`src/core/lait_pkg.sv`:
```
package lait_pkg;
    // Register offsets
    localparam logic [7:0] LAIT_OFS_COMMAND   = 8'h00;
    localparam logic [7:0] LAIT_OFS_CONTROL   = 8'h01;
    localparam logic [7:0] LAIT_OFS_DATA_LSB  = 8'h04;
    localparam logic [7:0] LAIT_OFS_DATA_MSB  = 8'h05;
    localparam logic [7:0] LAIT_OFS_TIMER_LSB = 8'h06;
    localparam logic [7:0] LAIT_OFS_TIMER_MSB = 8'h07;
    // Field positions
    localparam int LAIT_BIT_EXT_MODE = 5;
    localparam int LAIT_BIT_WIDTH_LO = 0;
    localparam int LAIT_BIT_RANGE_LO = 2;
    // Reset values
    localparam logic [7:0] LAIT_RST_COMMAND = 8'h00;
    localparam logic [7:0] LAIT_RST_CONTROL = 8'h00;
    // Conversion clock: full rate tick every FAST_DIV system cycles, half rate doubles it
    localparam int LAIT_FAST_DIV = 4;
    localparam int LAIT_SLOW_DIV = 2 * LAIT_FAST_DIV;
    // Cycles per integration for width codes 00..11
    localparam logic [16:0] LAIT_CYC_W0 = 17'h10000;
    localparam logic [16:0] LAIT_CYC_W1 = 17'h01000;
    localparam logic [16:0] LAIT_CYC_W2 = 17'h00100;
    localparam logic [16:0] LAIT_CYC_W3 = 17'h00010;
    localparam logic [15:0] LAIT_CNT_MAX = 16'hffff;

    typedef enum logic [1:0] {
        LAIT_REQ_WRITE,
        LAIT_REQ_READ,
        LAIT_REQ_SYNC
    } lait_req_t;
endpackage

```
`src/core/lait_if.sv`:
```
`timescale 1ns/1ns
interface lait_if;
    logic            req_valid;
    lait_pkg::lait_req_t req_kind;
    logic [7:0]      req_addr;
    logic [7:0]      req_wdata;
    logic            rsp_valid;
    logic [7:0]      rsp_rdata;

    modport dev  (input req_valid, req_kind, req_addr, req_wdata, output rsp_valid, rsp_rdata);
    modport host (output req_valid, req_kind, req_addr, req_wdata, input rsp_valid, rsp_rdata);
endinterface

```
`src/core/lait_device.sv`:
```
`timescale 1ns/1ns
module lait_device
    import lait_pkg::*;
(
    input  wire logic       clk_sys_in,
    input  wire logic       sys_rst_in,
    lait_if.dev             bus,
    input  wire logic [15:0] light_count_in,
    output logic            conv_tick_out,
    output logic            array_sel_out,
    output logic            integrating_out,
    output logic            result_pulse_out
);
    typedef enum logic [1:0] {
        LAIT_ST_IDLE,
        LAIT_ST_ARRAY1,
        LAIT_ST_ARRAY2
    } lait_state_t;

    ////////////////////////////////////////////////////////////////////////
    logic [7:0]  command_q, command_d;
    logic [7:0]  control_q, control_d;
    logic [15:0] data_q, data_d;
    logic [15:0] timer_q, timer_d;
    logic [3:0]  div_q, div_d;
    logic [16:0] cyc_q, cyc_d;
    logic        fast_q, fast_d;
    lait_state_t state_q, state_d;
    logic        rsp_valid_q, rsp_valid_d;
    logic [7:0]  rsp_rdata_q, rsp_rdata_d;
    logic        result_q, result_d;

    logic        ext_mode;
    logic        tick;
    logic        sync_cmd;
    logic [16:0] target;
    logic [3:0]  div_end;

    assign ext_mode = command_q[LAIT_BIT_EXT_MODE];
    assign sync_cmd = bus.req_valid && bus.req_kind == LAIT_REQ_SYNC;
    // Rate latched per integration so a range write never cuts a period short
    assign div_end  = fast_q ? 4'(LAIT_FAST_DIV - 1) : 4'(LAIT_SLOW_DIV - 1);
    assign tick     = (div_q == div_end);

    always_comb begin
        case (command_q[LAIT_BIT_WIDTH_LO +: 2])
            2'b00:   target = LAIT_CYC_W0;
            2'b01:   target = LAIT_CYC_W1;
            2'b10:   target = LAIT_CYC_W2;
            default: target = LAIT_CYC_W3;
        endcase
    end

    ////////////////////////////////////////////////////////////////////////
    always_comb begin
        command_d   = command_q;
        control_d   = control_q;
        data_d      = data_q;
        timer_d     = timer_q;
        state_d     = state_q;
        fast_d      = fast_q;
        result_d    = 1'b0;
        rsp_valid_d = 1'b0;
        rsp_rdata_d = rsp_rdata_q;
        div_d       = tick ? 4'h0 : div_q + 4'h1;
        cyc_d       = cyc_q;
        if (bus.req_valid && bus.req_kind == LAIT_REQ_WRITE) begin
            if (bus.req_addr == LAIT_OFS_COMMAND) begin
                command_d = bus.req_wdata;
            end else if (bus.req_addr == LAIT_OFS_CONTROL) begin
                control_d = bus.req_wdata;
            end
        end
        if (bus.req_valid && bus.req_kind == LAIT_REQ_READ) begin
            rsp_valid_d = 1'b1;
            case (bus.req_addr)
                LAIT_OFS_COMMAND:   rsp_rdata_d = command_q;
                LAIT_OFS_CONTROL:   rsp_rdata_d = control_q;
                LAIT_OFS_DATA_LSB:  rsp_rdata_d = data_q[7:0];
                LAIT_OFS_DATA_MSB:  rsp_rdata_d = data_q[15:8];
                LAIT_OFS_TIMER_LSB: rsp_rdata_d = timer_q[7:0];
                LAIT_OFS_TIMER_MSB: rsp_rdata_d = timer_q[15:8];
                default:            rsp_rdata_d = 8'h00;
            endcase
        end
        if (!ext_mode) begin
            // Internal timing: fixed count, free running
            if (state_q == LAIT_ST_IDLE) begin
                state_d = LAIT_ST_ARRAY1;
                cyc_d   = 17'h0;
                fast_d  = control_q[LAIT_BIT_RANGE_LO + 1];
                div_d   = 4'h0;
            end else if (tick) begin
                // Greater-or-equal so a shorter width written mid-period ends it instead of wrapping the count
                if (cyc_q + 17'h1 >= target) begin
                    data_d   = light_count_in;
                    result_d = 1'b1;
                    cyc_d    = 17'h0;
                    fast_d   = control_q[LAIT_BIT_RANGE_LO + 1];
                    state_d  = LAIT_ST_ARRAY1;
                end else begin
                    cyc_d = cyc_q + 17'h1;
                    // Second half of the period converts the second array
                    state_d = (cyc_q + 17'h1 >= (target >> 1)) ? LAIT_ST_ARRAY2 : LAIT_ST_ARRAY1;
                end
            end
        end else begin
            // External timing: syncs frame the period, cycles are counted
            if (tick && state_q != LAIT_ST_IDLE && cyc_q[15:0] != LAIT_CNT_MAX) begin
                cyc_d = cyc_q + 17'h1;
            end
            if (sync_cmd) begin
                case (state_q)
                    LAIT_ST_IDLE: begin
                        state_d = LAIT_ST_ARRAY1;
                        cyc_d   = 17'h0;
                        fast_d  = control_q[LAIT_BIT_RANGE_LO + 1];
                        div_d   = 4'h0;
                    end
                    LAIT_ST_ARRAY1: state_d = LAIT_ST_ARRAY2;
                    LAIT_ST_ARRAY2: begin
                        data_d   = light_count_in;
                        timer_d  = cyc_q[15:0];
                        result_d = 1'b1;
                        state_d  = LAIT_ST_ARRAY1;
                        cyc_d    = 17'h0;
                        fast_d   = control_q[LAIT_BIT_RANGE_LO + 1];
                        div_d    = 4'h0;
                    end
                    default: state_d = LAIT_ST_IDLE;
                endcase
            end
        end
        // Mode switch abandons any period in flight
        if (bus.req_valid && bus.req_kind == LAIT_REQ_WRITE && bus.req_addr == LAIT_OFS_COMMAND
            && bus.req_wdata[LAIT_BIT_EXT_MODE] != ext_mode) begin
            state_d = LAIT_ST_IDLE;
        end
    end

    always_ff @(posedge clk_sys_in) begin
        if (sys_rst_in) begin
            command_q   <= LAIT_RST_COMMAND;
            control_q   <= LAIT_RST_CONTROL;
            data_q      <= 16'h0000;
            timer_q     <= 16'h0000;
            div_q       <= 4'h0;
            cyc_q       <= 17'h0;
            fast_q      <= 1'b0;
            state_q     <= LAIT_ST_IDLE;
            rsp_valid_q <= 1'b0;
            rsp_rdata_q <= 8'h00;
            result_q    <= 1'b0;
        end else begin
            command_q   <= command_d;
            control_q   <= control_d;
            data_q      <= data_d;
            timer_q     <= timer_d;
            div_q       <= div_d;
            cyc_q       <= cyc_d;
            fast_q      <= fast_d;
            state_q     <= state_d;
            rsp_valid_q <= rsp_valid_d;
            rsp_rdata_q <= rsp_rdata_d;
            result_q    <= result_d;
        end
    end

    ////////////////////////////////////////////////////////////////////////
    assign bus.rsp_valid    = rsp_valid_q;
    assign bus.rsp_rdata    = rsp_rdata_q;
    assign conv_tick_out    = tick && state_q != LAIT_ST_IDLE;
    assign array_sel_out    = state_q == LAIT_ST_ARRAY2;
    assign integrating_out  = state_q != LAIT_ST_IDLE;
    assign result_pulse_out = result_q;
endmodule

```
`src/flat_wrapper.sv`:
```
// flat-port wrapper written by rule: the top's interface ports become plain ports
module lait_device_flat import lait_pkg::*;
  (clk_sys_in, sys_rst_in, light_count_in, conv_tick_out, array_sel_out, integrating_out, result_pulse_out, bus_req_valid, bus_req_kind, bus_req_addr, bus_req_wdata, bus_rsp_valid, bus_rsp_rdata);
  lait_if bus_i ();
  input  wire logic clk_sys_in;
  input  wire logic sys_rst_in;
  input  wire logic [15:0] light_count_in;
  output logic conv_tick_out;
  output logic array_sel_out;
  output logic integrating_out;
  output logic result_pulse_out;
  input wire logic [$bits(bus_i.req_valid)-1:0] bus_req_valid;
  input wire logic [$bits(bus_i.req_kind)-1:0] bus_req_kind;
  input wire logic [$bits(bus_i.req_addr)-1:0] bus_req_addr;
  input wire logic [$bits(bus_i.req_wdata)-1:0] bus_req_wdata;
  output wire logic [$bits(bus_i.rsp_valid)-1:0] bus_rsp_valid;
  output wire logic [$bits(bus_i.rsp_rdata)-1:0] bus_rsp_rdata;
  assign bus_i.req_valid = bus_req_valid;
  assign bus_i.req_kind = bus_req_kind;
  assign bus_i.req_addr = bus_req_addr;
  assign bus_i.req_wdata = bus_req_wdata;
  assign bus_rsp_valid = bus_i.rsp_valid;
  assign bus_rsp_rdata = bus_i.rsp_rdata;
  lait_device u_core (.clk_sys_in(clk_sys_in), .sys_rst_in(sys_rst_in), .bus(bus_i), .light_count_in(light_count_in), .conv_tick_out(conv_tick_out), .array_sel_out(array_sel_out), .integrating_out(integrating_out), .result_pulse_out(result_pulse_out));
endmodule
```
`config.mk`:
```
export PLATFORM = sky130hd
export DESIGN_NAME = lait_device_flat
export DESIGN_NICKNAME = d
export VERILOG_FILES = /design/src/core/lait_pkg.sv /design/src/core/lait_if.sv /design/src/core/lait_device.sv /design/src/flat_wrapper.sv
export SDC_FILE = /design/constraint.sdc
export NUM_CORES = 1
export LEC_CHECK = 0
export ABC_AREA = 1
export BUFFER_PORTS_ARGS = -buffer_cell sky130_fd_sc_hd__buf_2
export CORE_MARGIN = 1
export CORE_UTILIZATION = 30
export CTS_CLUSTER_DIAMETER = 40
export DETAILED_ROUTE_END_ITERATION = 7
export PLACE_DENSITY = 0.54
export SYNTH_ARGS = -nofsm -noshare
export SYNTH_HDL_FRONTEND = slang
export SYNTH_SLANG_ARGS = --single-unit
```
`constraint.sdc`:
```
create_clock -name clk_sys_in -period 7.7 [get_ports clk_sys_in]
set_input_delay 1.155 -clock clk_sys_in [delete_from_list [all_inputs] [get_ports clk_sys_in]]
set_output_delay 1.155 -clock clk_sys_in [all_outputs]
set_load 0.1 [all_outputs]
```
==> results.tsv, run 1 <==
metric	value	unit
holdPathEnd	u_core.timer_q[4]	
antennaDiodeCount	0	
synth_top_flop_cell	dfxtp_1	
place_area	4990	um2
top_layer_used	met4	
num_vias	4588	
grt_pass1_vias	4150	
clock-root-buffer	clkbuf_16	
ys_top_cells_by_count	130 x nand2_1, 113 x nor2_1, 89 x o21ai_0	
reg2reg_setup_slack	4.13	ns
finalInstanceArea	5280	um2
yosys.cell_count.top_type	nand2_1	
rr_endpoint	u_core.cyc_q[5]	
routed_wirelength	13600	um
clkLatencyLatePin	0.34	ns
io_buffers	49	
grt_max_degree	70	
fill_cells	1604	
met3_wirelength	508	um
synth_enable_flop_cells	0	
cts_setup_buffers	0	
ios	50	
finalSetupViolCount	0	
syn_nets	747	
maxSlewHeadroom	0.414	
ctsHtreeMaxLevel	3	
die_area	15800	um2
gr-total-overflow	0	
rsz0062_at_grt	false	
reg2regPathDepth	22	
synth_area_per_cell	6.57	um2
peakVddDrop	144	uV
synth_top_area_frac	0.357	
cp_max_fo	11	
drt_iter0_markers	354	
synth.area.top_cells	dfxtp_1 36%, nand2_1 11%, o21ai_0 9.7%, nor2_1 9.2%, a21oi_1 7.2%	
clk_path_buf_depth	2	
cts-resized-gates	0	
die_y	126	um
drtAntennaViolNets	0	
crit_type	reg2reg	
cts_sinks	82	
ys_ff_latch	82	
cts_hold_buf	0	
firstDrtPassIters	5	
cp_slowest_cell	dfxtp_1	
drive_gt1_frac	0.137	
final_util	0.358	
antenna_found_initial	0	
finalNonFillerCells	930	
worst_slew_pin_slew	0.878	ns
cp_data_required_time	7.93	ns
ys_types	38	
crit_path_end_kind	flip-flop	
synth-seq-area-share	0.357	
dp_cells	914	
wl_met1	7000	um
period_needed	3.57	ns
hold_class	reg2reg	
fin_setup_tns	0	ns
hold_viol	0	
viasPerCell	4.93	
crit_arrival	3.80	ns
clock_skew	0.00974	ns
min_path_cells	2	
nNetsFinal	788	
area_delta_synth_final	14.8	%
post_drt_wl_per_cell	14.7	um
yosysTopAreaCell	dfxtp_1	
postSynth.asyncResetShare	0	
period_share	0.463	
max_freq	280	MHz
initial_utilization	0.312	
p_per_area	290	nW/um2
start_kind	flip-flop	
cap_violations	0	
status	complete, no violations	
power.leakage	2.17	nW
worstPathCellList	ha_1 > nand2_1 > nor2_4 > nand2_1 > o21ai_0 > nand2_1 > ha_1 > inv_1 > nor2_1 > nand3_1 > nor2_1 > nand2_1 > nor2_1 > nand3_1 > nor2_1 > nand2_1 > nand2_2 > inv_1 > nand4_4 > inv_2 > a21oi_1 > nor2_1	
grt_pass1_wl	22000	um
timing.hold.ws	0.458	ns
slew_viol_final	0	
r2r-start	u_core.cyc_q[1]	
place_hpwl	10000	um
netlist_area	4600	um2
track_usage	0.178	
crit_path_max_incr_delay	0.48	ns
hold_start	u_core.timer_q[4]	
route.met2.wl	5960	um
synth_cells	700	
drc	0	
place_congestion	0.849	
row_count	44	
yosysWarnings	0	
cts_made_buffers	9	
tritoncts	yes	
core	14800	um2
die_w	126	um
clk_pin_slew	0.06	ns
==> flip-flops by register name, summed over array words and instances (netlist names) <==
signal	cells
u_core.fast_q	1
u_core.cyc_q	17
u_core.bus.rsp_valid	1
u_core.control_q	8
u_core.timer_q	16
u_core.state_q	2
u_core.div_q	4
u_core.data_q	16
u_core.command_q	8
u_core.bus.rsp_rdata	8
u_core.result_pulse_out	1
==> layer usage <==
layer | vias to the layer above | GRT usage
met5 | - | 0
met4 | 0 | 0.0617
met3 | 14 | 0.0234
met2 | 94 | 0.267
met1 | 2084 | 0.259
li1 | 2396 | -
==> worst max path at each step <==
stage                     slack, ns                   to            start  cells past startpoint
after floorplan                4.40        conv_tick_out  u_core.div_q[0]                      5
after global placement         4.20  u_core.control_q[3]  bus_req_addr[7]                      7
after detailed placement       4.21     u_core.cyc_q[15]  u_core.cyc_q[1]                     22
after CTS                      4.19     u_core.cyc_q[16]  u_core.cyc_q[1]                     22
after global routing           3.79     u_core.cyc_q[16]  u_core.cyc_q[1]                     22
final                          4.13      u_core.cyc_q[5]  u_core.cyc_q[1]                     22
==> critical path, delay by kind of cell, from the launching register on <==
kind                       cells  cell delay [ns]
DFF                            1             0.48
buffers and inverters          3             0.32
and+or+nand+nor               15             1.63
adders and majority gates      2             0.59
AOI/OAI and AO/OA              2             0.43
==> per-stage QoR <==
step | total power [W] | setup WS, ns
final | 0.00153 | 4.13
after global routing | 0.00165 | 3.79
after CTS | 0.00154 | 4.19
after detailed placement | 0.00111 | 4.21
after global placement | 0.00111 | 4.20
after floorplan | 0.000964 | 4.40
==> placed cells by master (no fill, tap or decap), types with 2 or more instances in the layout <==
master	count
o211ai_1	3
inv_1	78
buf_2	49
ha_1	10
nand4_1	10
nor2_2	9
nor2_4	3
inv_2	2
nand2_1	130
inv_6	3
o22ai_1	7
buf_4	2
xor2_1	4
nand2_2	11
nor3_1	7
nor2_1	113
clkbuf_16	9
a21oi_2	2
nand3_1	29
dfxtp_1	82
o2111ai_1	8
clkinv_2	2
o21ai_0	89
a21oi_1	66
==> logic make-up after synthesis <==
logic type | synth area share
flops | 0.357
fa+ha+maj | 0.0272
simple gates | 0.306
compound gates | 0.210
xor+xnor | 0.00952
buf+inv | 0.0903
==> layout make-up <==
cell class	count	area, um2	area share
multi-input combinational	515	2550	0.483
sequential	82	1640	0.311
inverter	82	313	0.0592
timing repair buffer	51	260	0.0493
clock buffer	10	239	0.0453
tap	184	230	0.0436
clock inverter	6	47.5	0.00900
==> where the power goes <==
group          internal [W]  leakage, nW  switching (W)
logic              0.000165         1.36       0.000377
registers          0.000475        0.664      0.0000927
clock network      0.000232        0.145       0.000191
No activity file was read; power rests on OpenSTA's default activity.
==> run 2, diff against run 1 <==
--- a/config.mk
+++ b/config.mk
@@ -11,7 +11,7 @@
 export CORE_UTILIZATION = 30
 export CTS_CLUSTER_DIAMETER = 40
 export DETAILED_ROUTE_END_ITERATION = 7
-export PLACE_DENSITY = 0.54
+export PLACE_DENSITY = 0.56
 export SYNTH_ARGS = -nofsm -noshare
 export SYNTH_HDL_FRONTEND = slang
 export SYNTH_SLANG_ARGS = --single-unit
==> constraint.sdc (replaced) <==
create_clock -name clk_sys_in -period 3.25 [get_ports clk_sys_in]
set_input_delay 0.4875 -clock clk_sys_in [delete_from_list [all_inputs] [get_ports clk_sys_in]]
set_output_delay 0.4875 -clock clk_sys_in [all_outputs]
set_load 0.1 [all_outputs]
==> run 2 against run 1 <==
Core utilization up 1.6 points. Final cell count grew 2.8%. Combinational power rose to 2.8 times the previous value. Clock skew fell by 0.0011 ns. Clock-buffer cell count shrank 1. Critical path type unchanged. Routed wire length grew 0.67%. Largest cell class unchanged. Sequential cell count unchanged. Die area is the same. Final area up 4.4%. Largest power group is now combinational logic. Global-route usage increased by 0.46 points. Register-to-register slack got worse by 3.7 ns. Worst setup slack lost 3.7 ns.
==> results.tsv, run 2 (same netlist as run 1, synthesis figures left out) <==
metric	value	unit
min_path_cells	3	
clk_path_buf_depth	2	
die_area	15800	um2
crit_start	u_core.cyc_q[10]	
crit_top_cell	nor2_1	
start_kind	flip-flop	
p_per_area	693	nW/um2
place_ws	0.302	ns
ios	50	
row_count	44	
drtAntennaViolNets	0	
io_buffers	49	
crit_path_max_incr_delay	0.46	ns
maxSlewHeadroom	0.601	
crit_type	reg2reg	
final_common_cell	nand2_1	
final_cell_mix	130 x nand2_1, 113 x nor2_1, 88 x o21ai_0	
layout_setup_ws	0.384	ns
drive_gt1_frac	0.167	
slew_viol_final	0	
gr-total-overflow	0	
antennaDiodeCount	0	
rr_endpoint	u_core.data_q[9]	
clkLatencyLatePin	0.35	ns
grt_max_degree	36	
critPathTopFamily	simple AND/OR/NAND/NOR gates	
initial_utilization	0.312	
power.leakage	2.30	nW
cts_setup_buffers	0	
finalPower	0.00382	W
nNetsFinal	815	
cap_violations	0	
period_needed	2.87	ns
clk_pin_slew	0.07	ns
tritoncts	yes	
worst_slew_pin_slew	0.597	ns
rsz0062_at_grt	true	
finalSetupViolCount	0	
largest_register_ffs	17	
crit_path_end_kind	flip-flop	
viasPerCell	4.90	
cp_slowest_cell	dfxtp_1	
critPathBufInv	1	
reg2regPathDepth	21	
worstPathCellList	nand2_1 > nor2_1 > nand2_1 > o21ai_1 > nand2_1 > ha_1 > inv_1 > nor2_1 > nand3_1 > nor2_1 > nand2_1 > nor2_1 > nand3_1 > nor2_1 > nand2_1 > nand2_2 > nor2_2 > nand2_2 > nand2_8 > o21ai_0 > nor2_1	
dp_cells	941	
clock-root-buffer	clkbuf_16	
crit_arrival	3.11	ns
fin_setup_tns	0	ns
status	complete, no violations	
holdPathEnd	u_core.data_q[4]	
reg2reg_setup_slack	0.38	ns
drt_iter0_markers	420	
regMostFlops	u_core.cyc_q	
hold_viol	0	
finalNonFillerCells	956	
track_usage	0.182	
clock_skew	0.00864	ns
cp_max_fo	18	
grt_pass1_vias	4324	
core	14800	um2
peakVddDrop	344	uV
place_hpwl	10400	um
drc	0	
antenna_found_initial	0	
max_freq	349	MHz
grt_pass1_wl	22500	um
r2r-start	u_core.cyc_q[10]	
period_share	0.882	
hold_class	in2reg	
area_delta_synth_final	19.9	%
cts_sinks	82	
routed_wirelength	13700	um
cts_made_buffers	9	
reg.largest.list	u_core.cyc_q x17, u_core.data_q x16, u_core.timer_q x16	
die_w	126	um
firstDrtPassIters	5	
num_vias	4680	
ctsHtreeMaxLevel	3	
cp_data_required_time	3.50	ns
die_y	126	um
post_drt_wl_per_cell	14.4	um
hold_start	light_count_in[4]	
place_congestion	0.872	
cts_hold_buf	0	
==> run 2: layout make-up <==
class                   instances  area (um2)
clock buffers                   9         225
well taps                     184         230
repair buffers                 78         463
flip-flops and latches         82        1640
fillers                      1592        9240
inverters                      82         320
multi-input cells             515        2560
clock inverters                 6        75.1
==> run 2: worst max-delay path by stage <==
stage | endpoint | slack [ns] | cells after the start
after floorplan | u_core.data_q[10] | 0.35 | 23
after global placement | u_core.data_q[15] | 0.35 | 22
after detailed placement | u_core.data_q[8] | 0.30 | 22
after CTS | u_core.data_q[5] | 0.28 | 22
after global routing | u_core.data_q[13] | -0.01 | 22
final | u_core.data_q[9] | 0.38 | 21
==> run 2: layer usage <==
layer	vias to the layer above	track usage	share of wire
met2	102	0.282	0.45
met4	0	0.0751	0.017
li1	2446	-	-
met3	14	0.0323	0.048
met1	2118	0.250	0.49
met5	-	0	0
==> run 2: report_power, final <==
| group | internal [W] | leakage (nW) | switching (W) |
|---|---|---|---|
| combinational | 0.000500 | 1.49 | 0.00101 |
| sequential | 0.00113 | 0.665 | 0.000123 |
| clock | 0.000604 | 0.144 | 0.000460 |
==> run 2: worst min-delay path: cells and delay by family <==
family                 cells  cell delay (ns)
buffers and inverters      1             0.07
and+or+nand+nor            1             0.07
AOI/OAI and AO/OA          1             0.07
==> run 2: through the flow <==
step           area (um2)  hold slack, ns   util
5_1_grt              5510           0.397  0.374
4_1_cts              5500           0.372  0.373
3_3_place_gp         5200           0.436  0.352
3_5_place_dp         5200           0.440  0.352
6_report             5510           0.380  0.374
2_1_floorplan        4600           0.418      -
==> run 2: repair_timing <==
action / CTS / global route
hold endpoints to repair: 0 / 0
gates resized for setup: 0 / 5
setup endpoints to repair: 0 / 29
